$ cat src/spc_map.svh
// Constants for the serial port clock, break and error handling block.
`ifndef SPC_MAP_SVH
`define SPC_MAP_SVH

`define SPC_CSEL_BRG       2'h0
`define SPC_CSEL_BRG_OUT   2'h1
`define SPC_CSEL_EXT       2'h2
`define SPC_CSEL_RSVD      2'h3
`define SPC_CSEL_RESET     2'h0
`define SPC_PRESC_RESET    2'h0
`define SPC_DIVISOR_RESET  8'hFF
`define SPC_OVS_LAST       4'hF
`define SPC_OVS_MID        4'h7
`define SPC_DATA_BITS      4'h8
`define SPC_DATA_LAST      4'h7
`define SPC_FIFO_WIDTH     8
`define SPC_FIFO_DEPTH     16
`define SPC_ERR_OVR        0
`define SPC_ERR_PAR        1
`define SPC_ERR_FRM        2
`define SPC_ERR_W          3

`endif

$ cat src/spc_pkg.sv
// Types shared by the serial port block.
package spc_pkg;

  typedef enum logic [2:0] {TX_IDLE, TX_START, TX_DATA, TX_PAR, TX_STOP} spc_tx_state_t;
  typedef enum logic [2:0] {RX_IDLE, RX_START, RX_DATA, RX_PAR, RX_STOP} spc_rx_state_t;

endpackage

$ cat src/spc_serial_port.sv
// Serial port with clock source selection, break handling, transmit FIFO and error flags.
//
// Function
// - Async code 00: internal baud generator clocks the unit, clock pin not driven.
// - Async code 01: internal generator, clock pin drives a bit-rate clock.
// - Async code 10: clock pin input at sixteen times bit rate; 11 reserved.
// - Sync code 00 drives internal clock out; 10 takes external clock; others reserved.
// - Clock source select is a two-bit field, reset to zero.
// - Software can read the live receive pin level.
// - A frame held all low sets framing error, possibly parity error.
// - Reception continues after a break, so framing error sets again.
// - With transmit disabled, the pin follows port direction and port data.
// - Clearing transmit enable resets the transmitter at once.
// - Sync mode: no transmission starts while any receive error flag is set.
// - Receive enable leaves error flags alone; only explicit clears reset them.
`timescale 1ns/1ps
`include "spc_map.svh"
`default_nettype none

module spc_fifo #(
  parameter int WIDTH = `SPC_FIFO_WIDTH,
  parameter int DEPTH = `SPC_FIFO_DEPTH
) (
  input  wire logic             clk_i,
  input  wire logic             rst_i,
  input  wire logic [WIDTH-1:0] in_data_i,
  input  wire logic             in_valid_i,
  output logic                  in_ready_o,
  output logic      [WIDTH-1:0] out_data_o,
  output logic                  out_valid_o,
  input  wire logic             out_ready_i
);
  localparam int AW = $clog2(DEPTH);

  logic [WIDTH-1:0] mem [DEPTH];
  logic [AW-1:0]    wr_ptr;
  logic [AW-1:0]    rd_ptr;
  logic [AW:0]      count;
  logic [AW:0]      next_count;
  logic             push;
  logic             pop;

  assign push       = in_valid_i & in_ready_o;
  assign pop        = out_valid_o & out_ready_i;
  assign out_data_o = mem[rd_ptr];

  always_comb begin
    next_count = count;
    if (push && !pop) begin
      next_count = count + 1'b1;
    end else if (pop && !push) begin
      next_count = count - 1'b1;
    end
  end

  // Ready and valid are registered so the flags never glitch with the pointers.
  always_ff @(posedge clk_i) begin
    if (rst_i) begin
      count       <= '0;
      wr_ptr      <= '0;
      rd_ptr      <= '0;
      in_ready_o  <= 1'b1;
      out_valid_o <= 1'b0;
    end else begin
      count       <= next_count;
      wr_ptr      <= push ? wr_ptr + 1'b1 : wr_ptr;
      rd_ptr      <= pop ? rd_ptr + 1'b1 : rd_ptr;
      in_ready_o  <= next_count != (AW+1)'(DEPTH);
      out_valid_o <= next_count != '0;
    end
  end

  for (genvar i = 0; i < DEPTH; i++) begin : g_entry
    always_ff @(posedge clk_i) begin
      if (push && wr_ptr == AW'(i)) begin
        mem[i] <= in_data_i;
      end
    end
  end
endmodule

module spc_serial_port
  import spc_pkg::*;
(
  input  wire logic       sys_clk_i,
  input  wire logic       rst_i,
  input  wire logic       sync_mode_i,
  input  wire logic       cfg_we_i,
  input  wire logic [1:0] clock_source_sel_i,
  input  wire logic [1:0] prescale_sel_i,
  input  wire logic [7:0] bit_rate_divisor_i,
  input  wire logic       parity_en_i,
  input  wire logic       parity_odd_i,
  input  wire logic       transmit_enable_bit_i,
  input  wire logic       receive_enable_bit_i,
  input  wire logic       port_direction_register_i,
  input  wire logic       port_data_register_i,
  input  wire logic [2:0] err_clr_i,
  input  wire logic [7:0] tx_data_i,
  input  wire logic       tx_valid_i,
  output logic            tx_ready_o,
  output logic      [7:0] rx_data_o,
  output logic            rx_valid_o,
  input  wire logic       rx_ready_i,
  input  wire logic       rxd_i,
  output logic            txd_o,
  output logic            txd_oe_o,
  input  wire logic       serial_clock_pin_i,
  output logic            serial_clock_pin_o,
  output logic            serial_clock_pin_oe_o,
  output logic            rxd_level_o,
  output logic            transmit_buffer_empty_flag_o,
  output logic            overrun_error_flag_o,
  output logic            parity_error_flag_o,
  output logic            framing_error_flag_o,
  output logic      [1:0] clock_source_sel_o
);
  logic [1:0]           csel;
  logic [1:0]           presc_sel;
  logic [7:0]           divisor;
  logic [5:0]           presc_cnt;
  logic [5:0]           presc_last;
  logic [7:0]           div_cnt;
  logic                 brg_tick;
  logic [3:0]           clk16_cnt;
  logic                 sck_int;
  logic                 sclk_prev;
  logic                 ext_rise;
  logic                 ext_fall;
  logic                 async_int;
  logic                 async_ext;
  logic                 sync_int;
  logic                 sync_ext;
  logic                 sync_run;
  logic                 tick16;
  logic                 bit_rise;
  logic                 bit_fall;
  logic [`SPC_ERR_W-1:0] err;
  logic [`SPC_ERR_W-1:0] err_set;
  logic [7:0]           fifo_data;
  logic                 fifo_valid;
  logic                 fifo_pop;
  spc_tx_state_t        tx_state;
  logic [7:0]           tx_shift;
  logic [3:0]           tx_bit;
  logic [3:0]           tx_cnt;
  logic                 tx_par;
  logic                 tx_line;
  logic                 tx_step;
  spc_rx_state_t        rx_state;
  logic [7:0]           rx_shift;
  logic [3:0]           rx_bit;
  logic [3:0]           rx_cnt;
  logic                 rx_par;
  logic                 rx_samp;
  logic                 rx_done;
  logic                 rx_bad;

  assign clock_source_sel_o   = csel;
  assign overrun_error_flag_o = err[`SPC_ERR_OVR];
  assign parity_error_flag_o  = err[`SPC_ERR_PAR];
  assign framing_error_flag_o = err[`SPC_ERR_FRM];

  always_ff @(posedge sys_clk_i) begin
    if (rst_i) begin
      csel      <= `SPC_CSEL_RESET;
      presc_sel <= `SPC_PRESC_RESET;
      divisor   <= `SPC_DIVISOR_RESET;
    end else if (cfg_we_i) begin
      csel      <= clock_source_sel_i;
      presc_sel <= prescale_sel_i;
      divisor   <= bit_rate_divisor_i;
    end
  end

  // The prescaler divides by 1, 4, 16 or 64 ahead of the divisor counter.
  assign presc_last = 6'((7'h01 << {presc_sel, 1'b0}) - 7'h01);

  always_ff @(posedge sys_clk_i) begin
    if (rst_i) begin
      presc_cnt <= '0;
      div_cnt   <= '0;
      brg_tick  <= 1'b0;
    end else if (presc_cnt >= presc_last) begin
      // A smaller setting written mid-count takes effect at once instead of after a wrap.
      presc_cnt <= '0;
      brg_tick  <= div_cnt >= divisor;
      div_cnt   <= (div_cnt >= divisor) ? 8'h00 : div_cnt + 8'h01;
    end else begin
      presc_cnt <= presc_cnt + 6'h01;
      brg_tick  <= 1'b0;
    end
  end

  // The clock pin is taken as synchronous, so one stage suffices for edges.
  always_ff @(posedge sys_clk_i) begin
    if (rst_i) begin
      sclk_prev <= 1'b1;
    end else begin
      sclk_prev <= serial_clock_pin_i;
    end
  end

  assign ext_rise  = serial_clock_pin_i & ~sclk_prev;
  assign ext_fall  = ~serial_clock_pin_i & sclk_prev;
  assign async_int = ~sync_mode_i & (csel == `SPC_CSEL_BRG || csel == `SPC_CSEL_BRG_OUT);
  assign async_ext = ~sync_mode_i & (csel == `SPC_CSEL_EXT);
  assign sync_int  = sync_mode_i & (csel == `SPC_CSEL_BRG);
  assign sync_ext  = sync_mode_i & (csel == `SPC_CSEL_EXT);
  assign sync_run  = (tx_state != TX_IDLE) | receive_enable_bit_i;
  // Reserved codes select no clock at all, so the unit simply stalls.
  assign tick16    = async_int ? brg_tick : (async_ext & ext_rise);
  assign bit_rise  = sync_int ? (brg_tick & sync_run & ~sck_int) : (sync_ext & ext_rise);
  assign bit_fall  = sync_int ? (brg_tick & sync_run & sck_int) : (sync_ext & ext_fall);

  always_ff @(posedge sys_clk_i) begin
    if (rst_i) begin
      clk16_cnt <= '0;
      sck_int   <= 1'b1;
    end else begin
      clk16_cnt <= brg_tick ? clk16_cnt + 4'h1 : clk16_cnt;
      if (!sync_run) begin
        sck_int <= 1'b1;
      end else if (brg_tick) begin
        sck_int <= ~sck_int;
      end
    end
  end

  always_ff @(posedge sys_clk_i) begin
    if (rst_i) begin
      serial_clock_pin_o    <= 1'b1;
      serial_clock_pin_oe_o <= 1'b0;
    end else begin
      serial_clock_pin_oe_o <= (~sync_mode_i & csel == `SPC_CSEL_BRG_OUT) | sync_int;
      serial_clock_pin_o    <= sync_mode_i ? sck_int : clk16_cnt[3];
    end
  end

  spc_fifo #(
    .WIDTH(`SPC_FIFO_WIDTH),
    .DEPTH(`SPC_FIFO_DEPTH)
  ) u_tx_fifo (
    .clk_i      (sys_clk_i),
    .rst_i      (rst_i),
    .in_data_i  (tx_data_i),
    .in_valid_i (tx_valid_i),
    .in_ready_o (tx_ready_o),
    .out_data_o (fifo_data),
    .out_valid_o(fifo_valid),
    .out_ready_i(fifo_pop)
  );

  assign fifo_pop = (tx_state == TX_IDLE) & fifo_valid & transmit_enable_bit_i
                    & ~(sync_mode_i & (|err));
  assign tx_step  = sync_mode_i ? bit_fall : (tick16 & tx_cnt == `SPC_OVS_LAST);

  always_ff @(posedge sys_clk_i) begin
    if (rst_i || !transmit_enable_bit_i) begin
      tx_state <= TX_IDLE;
      tx_line  <= 1'b1;
      tx_shift <= '0;
      tx_bit   <= '0;
      tx_cnt   <= '0;
      tx_par   <= 1'b0;
    end else begin
      if (tick16) begin
        tx_cnt <= tx_cnt + 4'h1;
      end
      unique case (tx_state)
        TX_IDLE: begin
          if (fifo_pop) begin
            tx_shift <= fifo_data;
            tx_par   <= (^fifo_data) ^ parity_odd_i;
            tx_bit   <= '0;
            tx_cnt   <= '0;
            tx_state <= sync_mode_i ? TX_DATA : TX_START;
            tx_line  <= sync_mode_i;
          end
        end
        TX_START: begin
          if (tx_step) begin
            tx_line  <= tx_shift[0];
            tx_shift <= tx_shift >> 1;
            tx_bit   <= 4'h1;
            tx_state <= TX_DATA;
          end
        end
        TX_DATA: begin
          if (tx_step) begin
            if (tx_bit == `SPC_DATA_BITS) begin
              tx_line  <= sync_mode_i | ~parity_en_i | tx_par;
              tx_state <= sync_mode_i ? TX_IDLE : (parity_en_i ? TX_PAR : TX_STOP);
            end else begin
              tx_line  <= tx_shift[0];
              tx_shift <= tx_shift >> 1;
              tx_bit   <= tx_bit + 4'h1;
            end
          end
        end
        TX_PAR: begin
          if (tx_step) begin
            tx_line  <= 1'b1;
            tx_state <= TX_STOP;
          end
        end
        TX_STOP: begin
          if (tx_step) begin
            tx_state <= TX_IDLE;
          end
        end
      endcase
    end
  end

  // Port control takes the pin whenever transmit is off, which is how mark and break are sent.
  always_ff @(posedge sys_clk_i) begin
    if (rst_i) begin
      txd_o    <= 1'b1;
      txd_oe_o <= 1'b0;
    end else if (!transmit_enable_bit_i) begin
      txd_o    <= port_data_register_i;
      txd_oe_o <= port_direction_register_i;
    end else begin
      txd_o    <= tx_line;
      txd_oe_o <= 1'b1;
    end
  end

  assign rx_samp = sync_mode_i ? bit_rise : (tick16 & rx_cnt == `SPC_OVS_LAST);
  assign rx_done = rx_samp & ((rx_state == RX_STOP) |
                   (sync_mode_i & rx_state == RX_DATA & rx_bit == `SPC_DATA_LAST));
  // A break reads as all zeros with a low stop bit, so the stop check catches it.
  assign err_set[`SPC_ERR_FRM] = rx_samp & (rx_state == RX_STOP) & ~rxd_i;
  assign err_set[`SPC_ERR_PAR] = rx_samp & (rx_state == RX_PAR) & (rx_par ^ rxd_i ^ parity_odd_i);
  assign err_set[`SPC_ERR_OVR] = rx_done & ~rx_bad & rx_valid_o & ~rx_ready_i;

  always_ff @(posedge sys_clk_i) begin
    if (rst_i || !receive_enable_bit_i) begin
      rx_state <= RX_IDLE;
      rx_shift <= '0;
      rx_bit   <= '0;
      rx_cnt   <= '0;
      rx_par   <= 1'b0;
      rx_bad   <= 1'b0;
    end else begin
      rx_cnt <= tick16 ? rx_cnt + 4'h1 : rx_cnt;
      unique case (rx_state)
        RX_IDLE: begin
          rx_bit <= '0;
          rx_par <= 1'b0;
          rx_bad <= 1'b0;
          rx_cnt <= '0;
          if (sync_mode_i) begin
            rx_state <= RX_DATA;
          end else if (tick16 && !rxd_i) begin
            rx_state <= RX_START;
          end
        end
        RX_START: begin
          if (tick16 && rx_cnt == `SPC_OVS_MID) begin
            rx_cnt   <= '0;
            rx_state <= rxd_i ? RX_IDLE : RX_DATA;
          end
        end
        RX_DATA: begin
          if (rx_samp) begin
            rx_shift <= {rxd_i, rx_shift[7:1]};
            rx_par   <= rx_par ^ rxd_i;
            rx_bit   <= (rx_bit == `SPC_DATA_LAST) ? 4'h0 : rx_bit + 4'h1;
            if (rx_bit == `SPC_DATA_LAST && !sync_mode_i) begin
              rx_state <= parity_en_i ? RX_PAR : RX_STOP;
            end
          end
        end
        RX_PAR: begin
          if (rx_samp) begin
            rx_bad   <= err_set[`SPC_ERR_PAR];
            rx_state <= RX_STOP;
          end
        end
        RX_STOP: begin
          if (rx_samp) begin
            rx_state <= RX_IDLE;
          end
        end
      endcase
    end
  end

  // Errored frames are not delivered; an unread word is kept and overrun is flagged.
  always_ff @(posedge sys_clk_i) begin
    if (rst_i) begin
      rx_data_o  <= '0;
      rx_valid_o <= 1'b0;
    end else if (rx_done && !rx_bad && !err_set[`SPC_ERR_FRM] && (!rx_valid_o || rx_ready_i)) begin
      rx_data_o  <= sync_mode_i ? {rxd_i, rx_shift[7:1]} : rx_shift;
      rx_valid_o <= 1'b1;
    end else if (rx_ready_i) begin
      rx_valid_o <= 1'b0;
    end
  end

  // Set wins over clear; receive enable has no say over these flags.
  always_ff @(posedge sys_clk_i) begin
    if (rst_i) begin
      err <= '0;
    end else begin
      err <= (err & ~err_clr_i) | err_set;
    end
  end

  always_ff @(posedge sys_clk_i) begin
    if (rst_i) begin
      rxd_level_o                  <= 1'b1;
      transmit_buffer_empty_flag_o <= 1'b1;
    end else begin
      rxd_level_o                  <= rxd_i;
      transmit_buffer_empty_flag_o <= ~fifo_valid;
    end
  end
endmodule

`default_nettype wire

$ cat config.mk
export PLATFORM = sky130hd
export DESIGN_NAME = spc_serial_port
export DESIGN_NICKNAME = d
export VERILOG_FILES = /design/src/spc_pkg.sv /design/src/spc_serial_port.sv
export VERILOG_INCLUDE_DIRS = /design/src /design/src/src
export SDC_FILE = /design/constraint.sdc
export NUM_CORES = 1
export LEC_CHECK = 0
export ABC_CLOCK_PERIOD_IN_PS = 4680
export BUFFER_PORTS_ARGS = -buffer_cell sky130_fd_sc_hd__buf_4
export CAP_MARGIN = 20
export CORE_ASPECT_RATIO = 0.75
export CORE_MARGIN = 2
export CORE_UTILIZATION = 41
export CTS_BUF_LIST = sky130_fd_sc_hd__clkbuf_8
export CTS_CLUSTER_DIAMETER = 200
export DETAILED_ROUTE_END_ITERATION = 16
export SLEW_MARGIN = 10
export SYNTH_ARGS = -nofsm -noshare
export SYNTH_HDL_FRONTEND = slang
export SYNTH_SLANG_ARGS = --single-unit
$ cat constraint.sdc
create_clock -name sys_clk_i -period 4.68 [get_ports sys_clk_i]
set_clock_uncertainty 0.15 [all_clocks]
set_input_delay 0.936 -clock sys_clk_i [delete_from_list [all_inputs] [get_ports sys_clk_i]]
set_output_delay 0.936 -clock sys_clk_i [all_outputs]
set_load 0.02 [all_outputs]
* After elaboration in Yosys (flattened, before gate mapping)
Memories as Yosys holds them, arrays and structs flattened. A register that Yosys moved wholly into a read port is not among the register bits.
Index checks and enable logic that the tools add are counted.
** Word-level totals
- Register bits after elaboration :: 108
- Memory bits (writable) :: 128
- Input port bits :: 37
- Memories :: 1
** Memory list
- u_tx_fifo.mem :: depth 16, bits a word 8, read ports 1, clocked after memory_dff 1, write ports 1, RTL line spc_serial_port.sv:35 : logic [WIDTH-1:0] mem [DEPTH];
** Operators by class
- $add $sub $neg :: 12
- $lt $le $gt $ge :: 2
- Equal/unequal tests :: 44
- Shift operators :: 1
- Muxes and demuxes :: 141
- Bitwise gates (word level) :: 54
- Reduce and logical (&&, ||, !) cells :: 76
** Operators with widths (count)
- two-way mux 8 bit :: 21
- OR reduction 8 bit :: 15
- two-way mux 4 bit :: 28
- two-way mux 1 bit :: 64
- two-way mux 3 bit :: 15
- equality test 4 bit, second input constant :: 11
- AND 1 bit :: 31
- case mux 3 bit (5 select lines) :: 2
- adder 4 x 1 -> 4 bit, second input constant :: 7
- equality test 4 x 3 -> 1 bit, second input constant :: 6
- logical AND 1 bit :: 24
- case mux 8 bit (3 select lines) :: 1
- != test 2 bit, second input constant :: 10
- case mux 4 bit (2 select lines) :: 2
- equality test 3 x 2 -> 1 bit, second input constant :: 4
- NOT 1 bit :: 12
- case mux 4 bit (3 select lines) :: 1
- AND reduction 6 bit :: 2
- two-way mux 5 bit :: 2
- AND reduction 5 bit :: 2
- zero test 1 bit :: 9
- adder 8 x 1 -> 8 bit, second input constant :: 1
- equality test 4 x 2 -> 1 bit, second input constant :: 2
- >= comparator 8 bit :: 1
- 34 further kinds :: 57

* Depth between registers and ports, before layout
- Word-level depth :: 20
- Gate-level depth with buffers :: 11
- Depth with buffers taken out :: 10

* Cells and area by module
Synthesis repeated with hierarchy kept, for this count alone.
** Second synthesis, totals
- Cell total of the unflattened synthesis :: 865
- Area, all modules :: 10857.9 µm²
** Modules (own cells, without submodules)
- spc_fifo :: instances 1, cells each 289, area an instance 5876.9 µm²
- spc_serial_port :: instances 1, cells each 576, area an instance 4981.0 µm²

* Least setup slack after synthesis
OpenSTA, ideal clock, no wires.
- Path type :: input -> register
- Start :: input port sync_mode_i
- End :: register tx_bit[1]
- Library setup time :: 65 ps
- Arrival time :: 2645 ps
- Required time :: 4465 ps
- Path slack :: 1819 ps
- Stages on the path :: 9
- Buffers on the path :: 3
- Cell sequence :: clkbuf_1 > a21oi_1 > buf_2 > a32oi_1 > a21oi_1 > o221ai_2 > buf_2 > a22oi_1 > nor2_1
** Between the ends
- Longest elaborated chain between the ends :: 8
- Elaborated cells between the ends (all ways) :: 18
- Classes of those cells :: 3 x eq/ne; 3 x mux; 11 x bitwise; 1 x reduce/logical
** RTL lines
- from (decl) :: RTL line spc_serial_port.sv:87 : input wire logic sync_mode_i,
- NOT 1 bit :: RTL line spc_serial_port.sv:206, spc_serial_port.sv:207
- AND 1 bit :: RTL line spc_serial_port.sv:207 : assign async_ext = ~sync_mode_i & (csel == `SPC_CSEL_EXT);
- AND 1 bit :: RTL line spc_serial_port.sv:212 : assign tick16 = async_int ? brg_tick : (async_ext & ext_rise);
- two-way mux 1 bit :: RTL line spc_serial_port.sv:212
- AND 1 bit (no line)
- two-way mux 1 bit :: RTL line spc_serial_port.sv:256 : assign tx_step = sync_mode_i ? bit_fall : (tick16 & tx_cnt == `SPC_OVS_LAST);
- != test 2 bit (no line)
- AND reduction 5 bit (no line) (*)
- to (signal assigned) :: RTL line spc_serial_port.sv:297 : tx_bit <= tx_bit + 4'h1;
- to (decl) :: RTL line spc_serial_port.sv:145 : logic [3:0] tx_bit;
Every way passes the cells marked *; elsewhere a longest branch is shown, timed or not.
A chain may end at the register's enable or synchronous reset.

==> metrics.md <==
| Metric | Value |
|---|---|
| Run status | `completed` |
| Hold Path Class | `register to register` |
| # IOs | `58` |
| CTS tree | `yes` |
| Worst EP arrival | `3.50 ns` |
| All-Layer GR Usage | `0.162` |
| Gr ovfl total | `0` |
| Final slew viol count | `0` |
| # port buffers | `57` |
| Final period utilization | `0.683` |
| DRT Wirelength | `21.3 mm` |
| Min Hold Slack | `0.296 ns` |
| First-pass GRT wire length | `33.8 mm` |
| Critical Path RT | `4.99 ns` |
| H-tree levels | `2` |
| Root buffer cell | `clkbuf_8` |
| GR Layer Usage met1 | `0.250` |
| Synthesized flop and latch total | `240` |
| Post-CTS Setup Bufs | `0` |
| Diode count | `0` |
| Placed inst area | `0.0111 mm2` |
| # DRC | `0` |
| Post-CTS Resized | `0` |
| Clk pwr share | `0.362` |
| Vias after detailed routing | `6736` |
| Cell taking the most area after synthesis | `edfxtp_1` |
| Mean area per synthesized cell | `12.1 um2` |
| Syn. warnings | `0` |
| Post-synth top cells | `edfxtp_1 (128), dfxtp_1 (112), nor2_1 (105), nand2_1 (79), a21oi_1 (50)` |
| Setup TNS | `0 ns` |
| Drt first pass iters | `5` |
| Min cycle time layout | `3.19 ns` |
| Leakage | `4.33 nW` |
| Sw Share | `0.259` |
| Full die area | `0.0267 mm2` |
| Design Area, Final | `0.0119 mm2` |
| Sequential Power Share | `0.495` |
| F_max | `313 MHz` |
| Hold-fix buffers, CTS | `0` |
| Initial antenna violation count | `0` |
| Clock slew at reported path FFs | `0.06 ns` |
| Most common flop cell mapped by yosys | `edfxtp_1` |
| Final Hold Fails | `0` |
| Worst-margin pin slew | `1.10 ns` |
| Rel. slew slack | `0.267` |
| Cell Rows | `50` |
| Mapped Area | `0.0104 mm2` |
| Antenna-violating nets left | `0` |
| Met2 Usage GRT | `0.225` |
| Die extent in y | `142 um` |
| Final net count | `990` |
| Area grow syn2layout | `13.9%` |
| Finish-stage setup viols | `0` |
| CTS Buffer Depth | `3` |
| Dpl hpwl | `14.3 mm` |
| Placer Congestion | `0.815` |
| Core Util, Final | `0.475` |
| NetSw | `0.00124 W` |
| Sink Count | `240` |
| Share of cells above drive strength 1 | `0.170` |
| GR Util met3 | `0.0311` |
| CP Launch Type | `register` |
| EDFF count, synth | `128` |
| Combinational power share | `0.144` |
| VDD IR-drop max | `157 uV` |
| Leading post-synthesis cells by cell area | `edfxtp_1 (37%), dfxtp_1 (22%), mux4_2 (7.1%), nor2_1 (3.8%), ha_1 (3.5%)` |
| Max-Cap Viols | `0` |
| Internal power | `0.00355 W` |
| Gate count after technology mapping | `860` |
| Worst-path maximum fanout | `20` |
| Via count of the first global-routing pass | `6238` |
| Skew-Pair Late Insertion Delay | `0.54 ns` |
| Yosys top cell area share | `0.369` |
| Die W | `188 um` |
| Sequential fraction of the synthesis area | `0.585` |
| RSZ-0062 raised after global routing | `no` |
| Largest net degree at the start of global routing | `55` |
| Iter 0 DRT Violations | `622` |
| Critical Path Sink Type | `register` |
| Wire per inst | `16.5 um` |
| Power Density | `405 mW/mm2` |
| Net Count, Synth | `926` |
| Total clock buffers created by CTS | `39` |
| Vias per inst | `5.22` |
| Core area | `0.0250 mm2` |
| Fillers | `2268` |
| Synth cell types | `61` |
| Setup CP Type | `register to register` |
| Most frequent cell after synthesis | `edfxtp_1` |
| Busiest grt layer | `met1` |
| Post-synth ARST share | `0` |
| Initial cell density of the core | `0.417` |
==> per-layer routing <==
metal,up-vias,share of wire
met5,-,0
met4,0,0.021
met3,35,0.051
met2,177,0.41
met1,3226,0.52
li1,3298,-
==> power by group through the flow <==
stage	registers, W	clock network, W	logic [W]
after floorplan	0.00238	0	0.000579
after global placement	0.00242	0	0.000690
after detailed placement	0.00242	0	0.000696
after CTS	0.00237	0.00179	0.000700
after global routing	0.00238	0.00188	0.000772
final	0.00237	0.00173	0.000690
==> final cells by class <==
| type | instances | area, um2 | share of cell area |
|---|---|---|---|
| timing repair buffer | 67 | 503 | 0.0424 |
| clock buffer | 44 | 606 | 0.0511 |
| clock inverter | 25 | 140 | 0.0118 |
| sequential | 240 | 6090 | 0.514 |
| inverter | 28 | 105 | 0.00887 |
| multi-input combinational | 548 | 3990 | 0.337 |
| tap | 338 | 423 | 0.0357 |
==> cell families after synthesis <==
| family | Yosys count | share of synthesized area |
|---|---|---|
| AO/OA/AOI/OAI | 156 | 0.0982 |
| XOR/XNOR | 35 | 0.0315 |
| adder cells (fa/ha/maj) | 29 | 0.0349 |
| buffers and inverters | 72 | 0.0317 |
| flip-flops | 240 | 0.585 |
| multiplexers | 63 | 0.105 |
| AND/OR/NAND/NOR | 265 | 0.114 |
==> sequential cells by signal, indices dropped and copies added, names as in the netlist, 5 cells and up, named ones only <==
register	flops
presc_cnt	6
rx_data_o	8
div_cnt	8
tx_shift	8
rx_shift	8
u_tx_fifo.mem	128
u_tx_fifo.count	5
divisor	8
==> cells in the final DEF (no fill, tap or decap), types with 8 or more instances in the layout <==
master    Yosys  layout
nor2_1      105     105
buf_4         0      67
mux2i_1      26      26
nand2_1      79      79
inv_1        26      44
a31oi_1       8       8
a22oi_1      10      10
nor3_1       13      13
xnor2_1      16      16
mux4_2       33      33
dfxtp_1     112     111
edfxtp_1    128     128
a21o_1       13      13
xor2_1       17      17
ha_1         29      29
nand2b_1      9       9
clkbuf_8      0      44
nand4_1      10      10
o21ai_0      15      15
a211oi_1     13      13
o211ai_1     20      20
a21oi_1      50      50
nand3_1      13      13
==> worst max-delay path: stages, from the launching register on <==
cell and delay, ns:
dfxtp_2 0.63, buf_4 0.46, mux4_2 0.55, a22oi_1 0.21
nand2_1 0.15, xnor2_2 0.19, xnor3_1 0.36, xnor2_1 0.18
nand2_1 0.08, a21oi_2 0.15
==> stage by stage <==
step	std cells	power [W]	worst slack, ns
2_1_floorplan	860	0.00296	1.82
3_3_place_gp	1221	0.00311	1.29
3_5_place_dp	1221	0.00311	1.28
4_1_cts	1290	0.00487	1.39
5_1_grt	1290	0.00504	1.18
6_report	1290	0.00480	1.49
==> final timing paths <==
path                         start                      endpoint  slack (ns)  depth (start not counted)
max reg2reg               register                        tx_par        1.49                          9
max                       register                        tx_par        1.49                          9
min reg2reg  u_tx_fifo.out_valid_o  transmit_buffer_empty_flag_o        0.30                          1
min          u_tx_fifo.out_valid_o  transmit_buffer_empty_flag_o        0.30                          1
No activity file was read; power rests on OpenSTA's default activity.
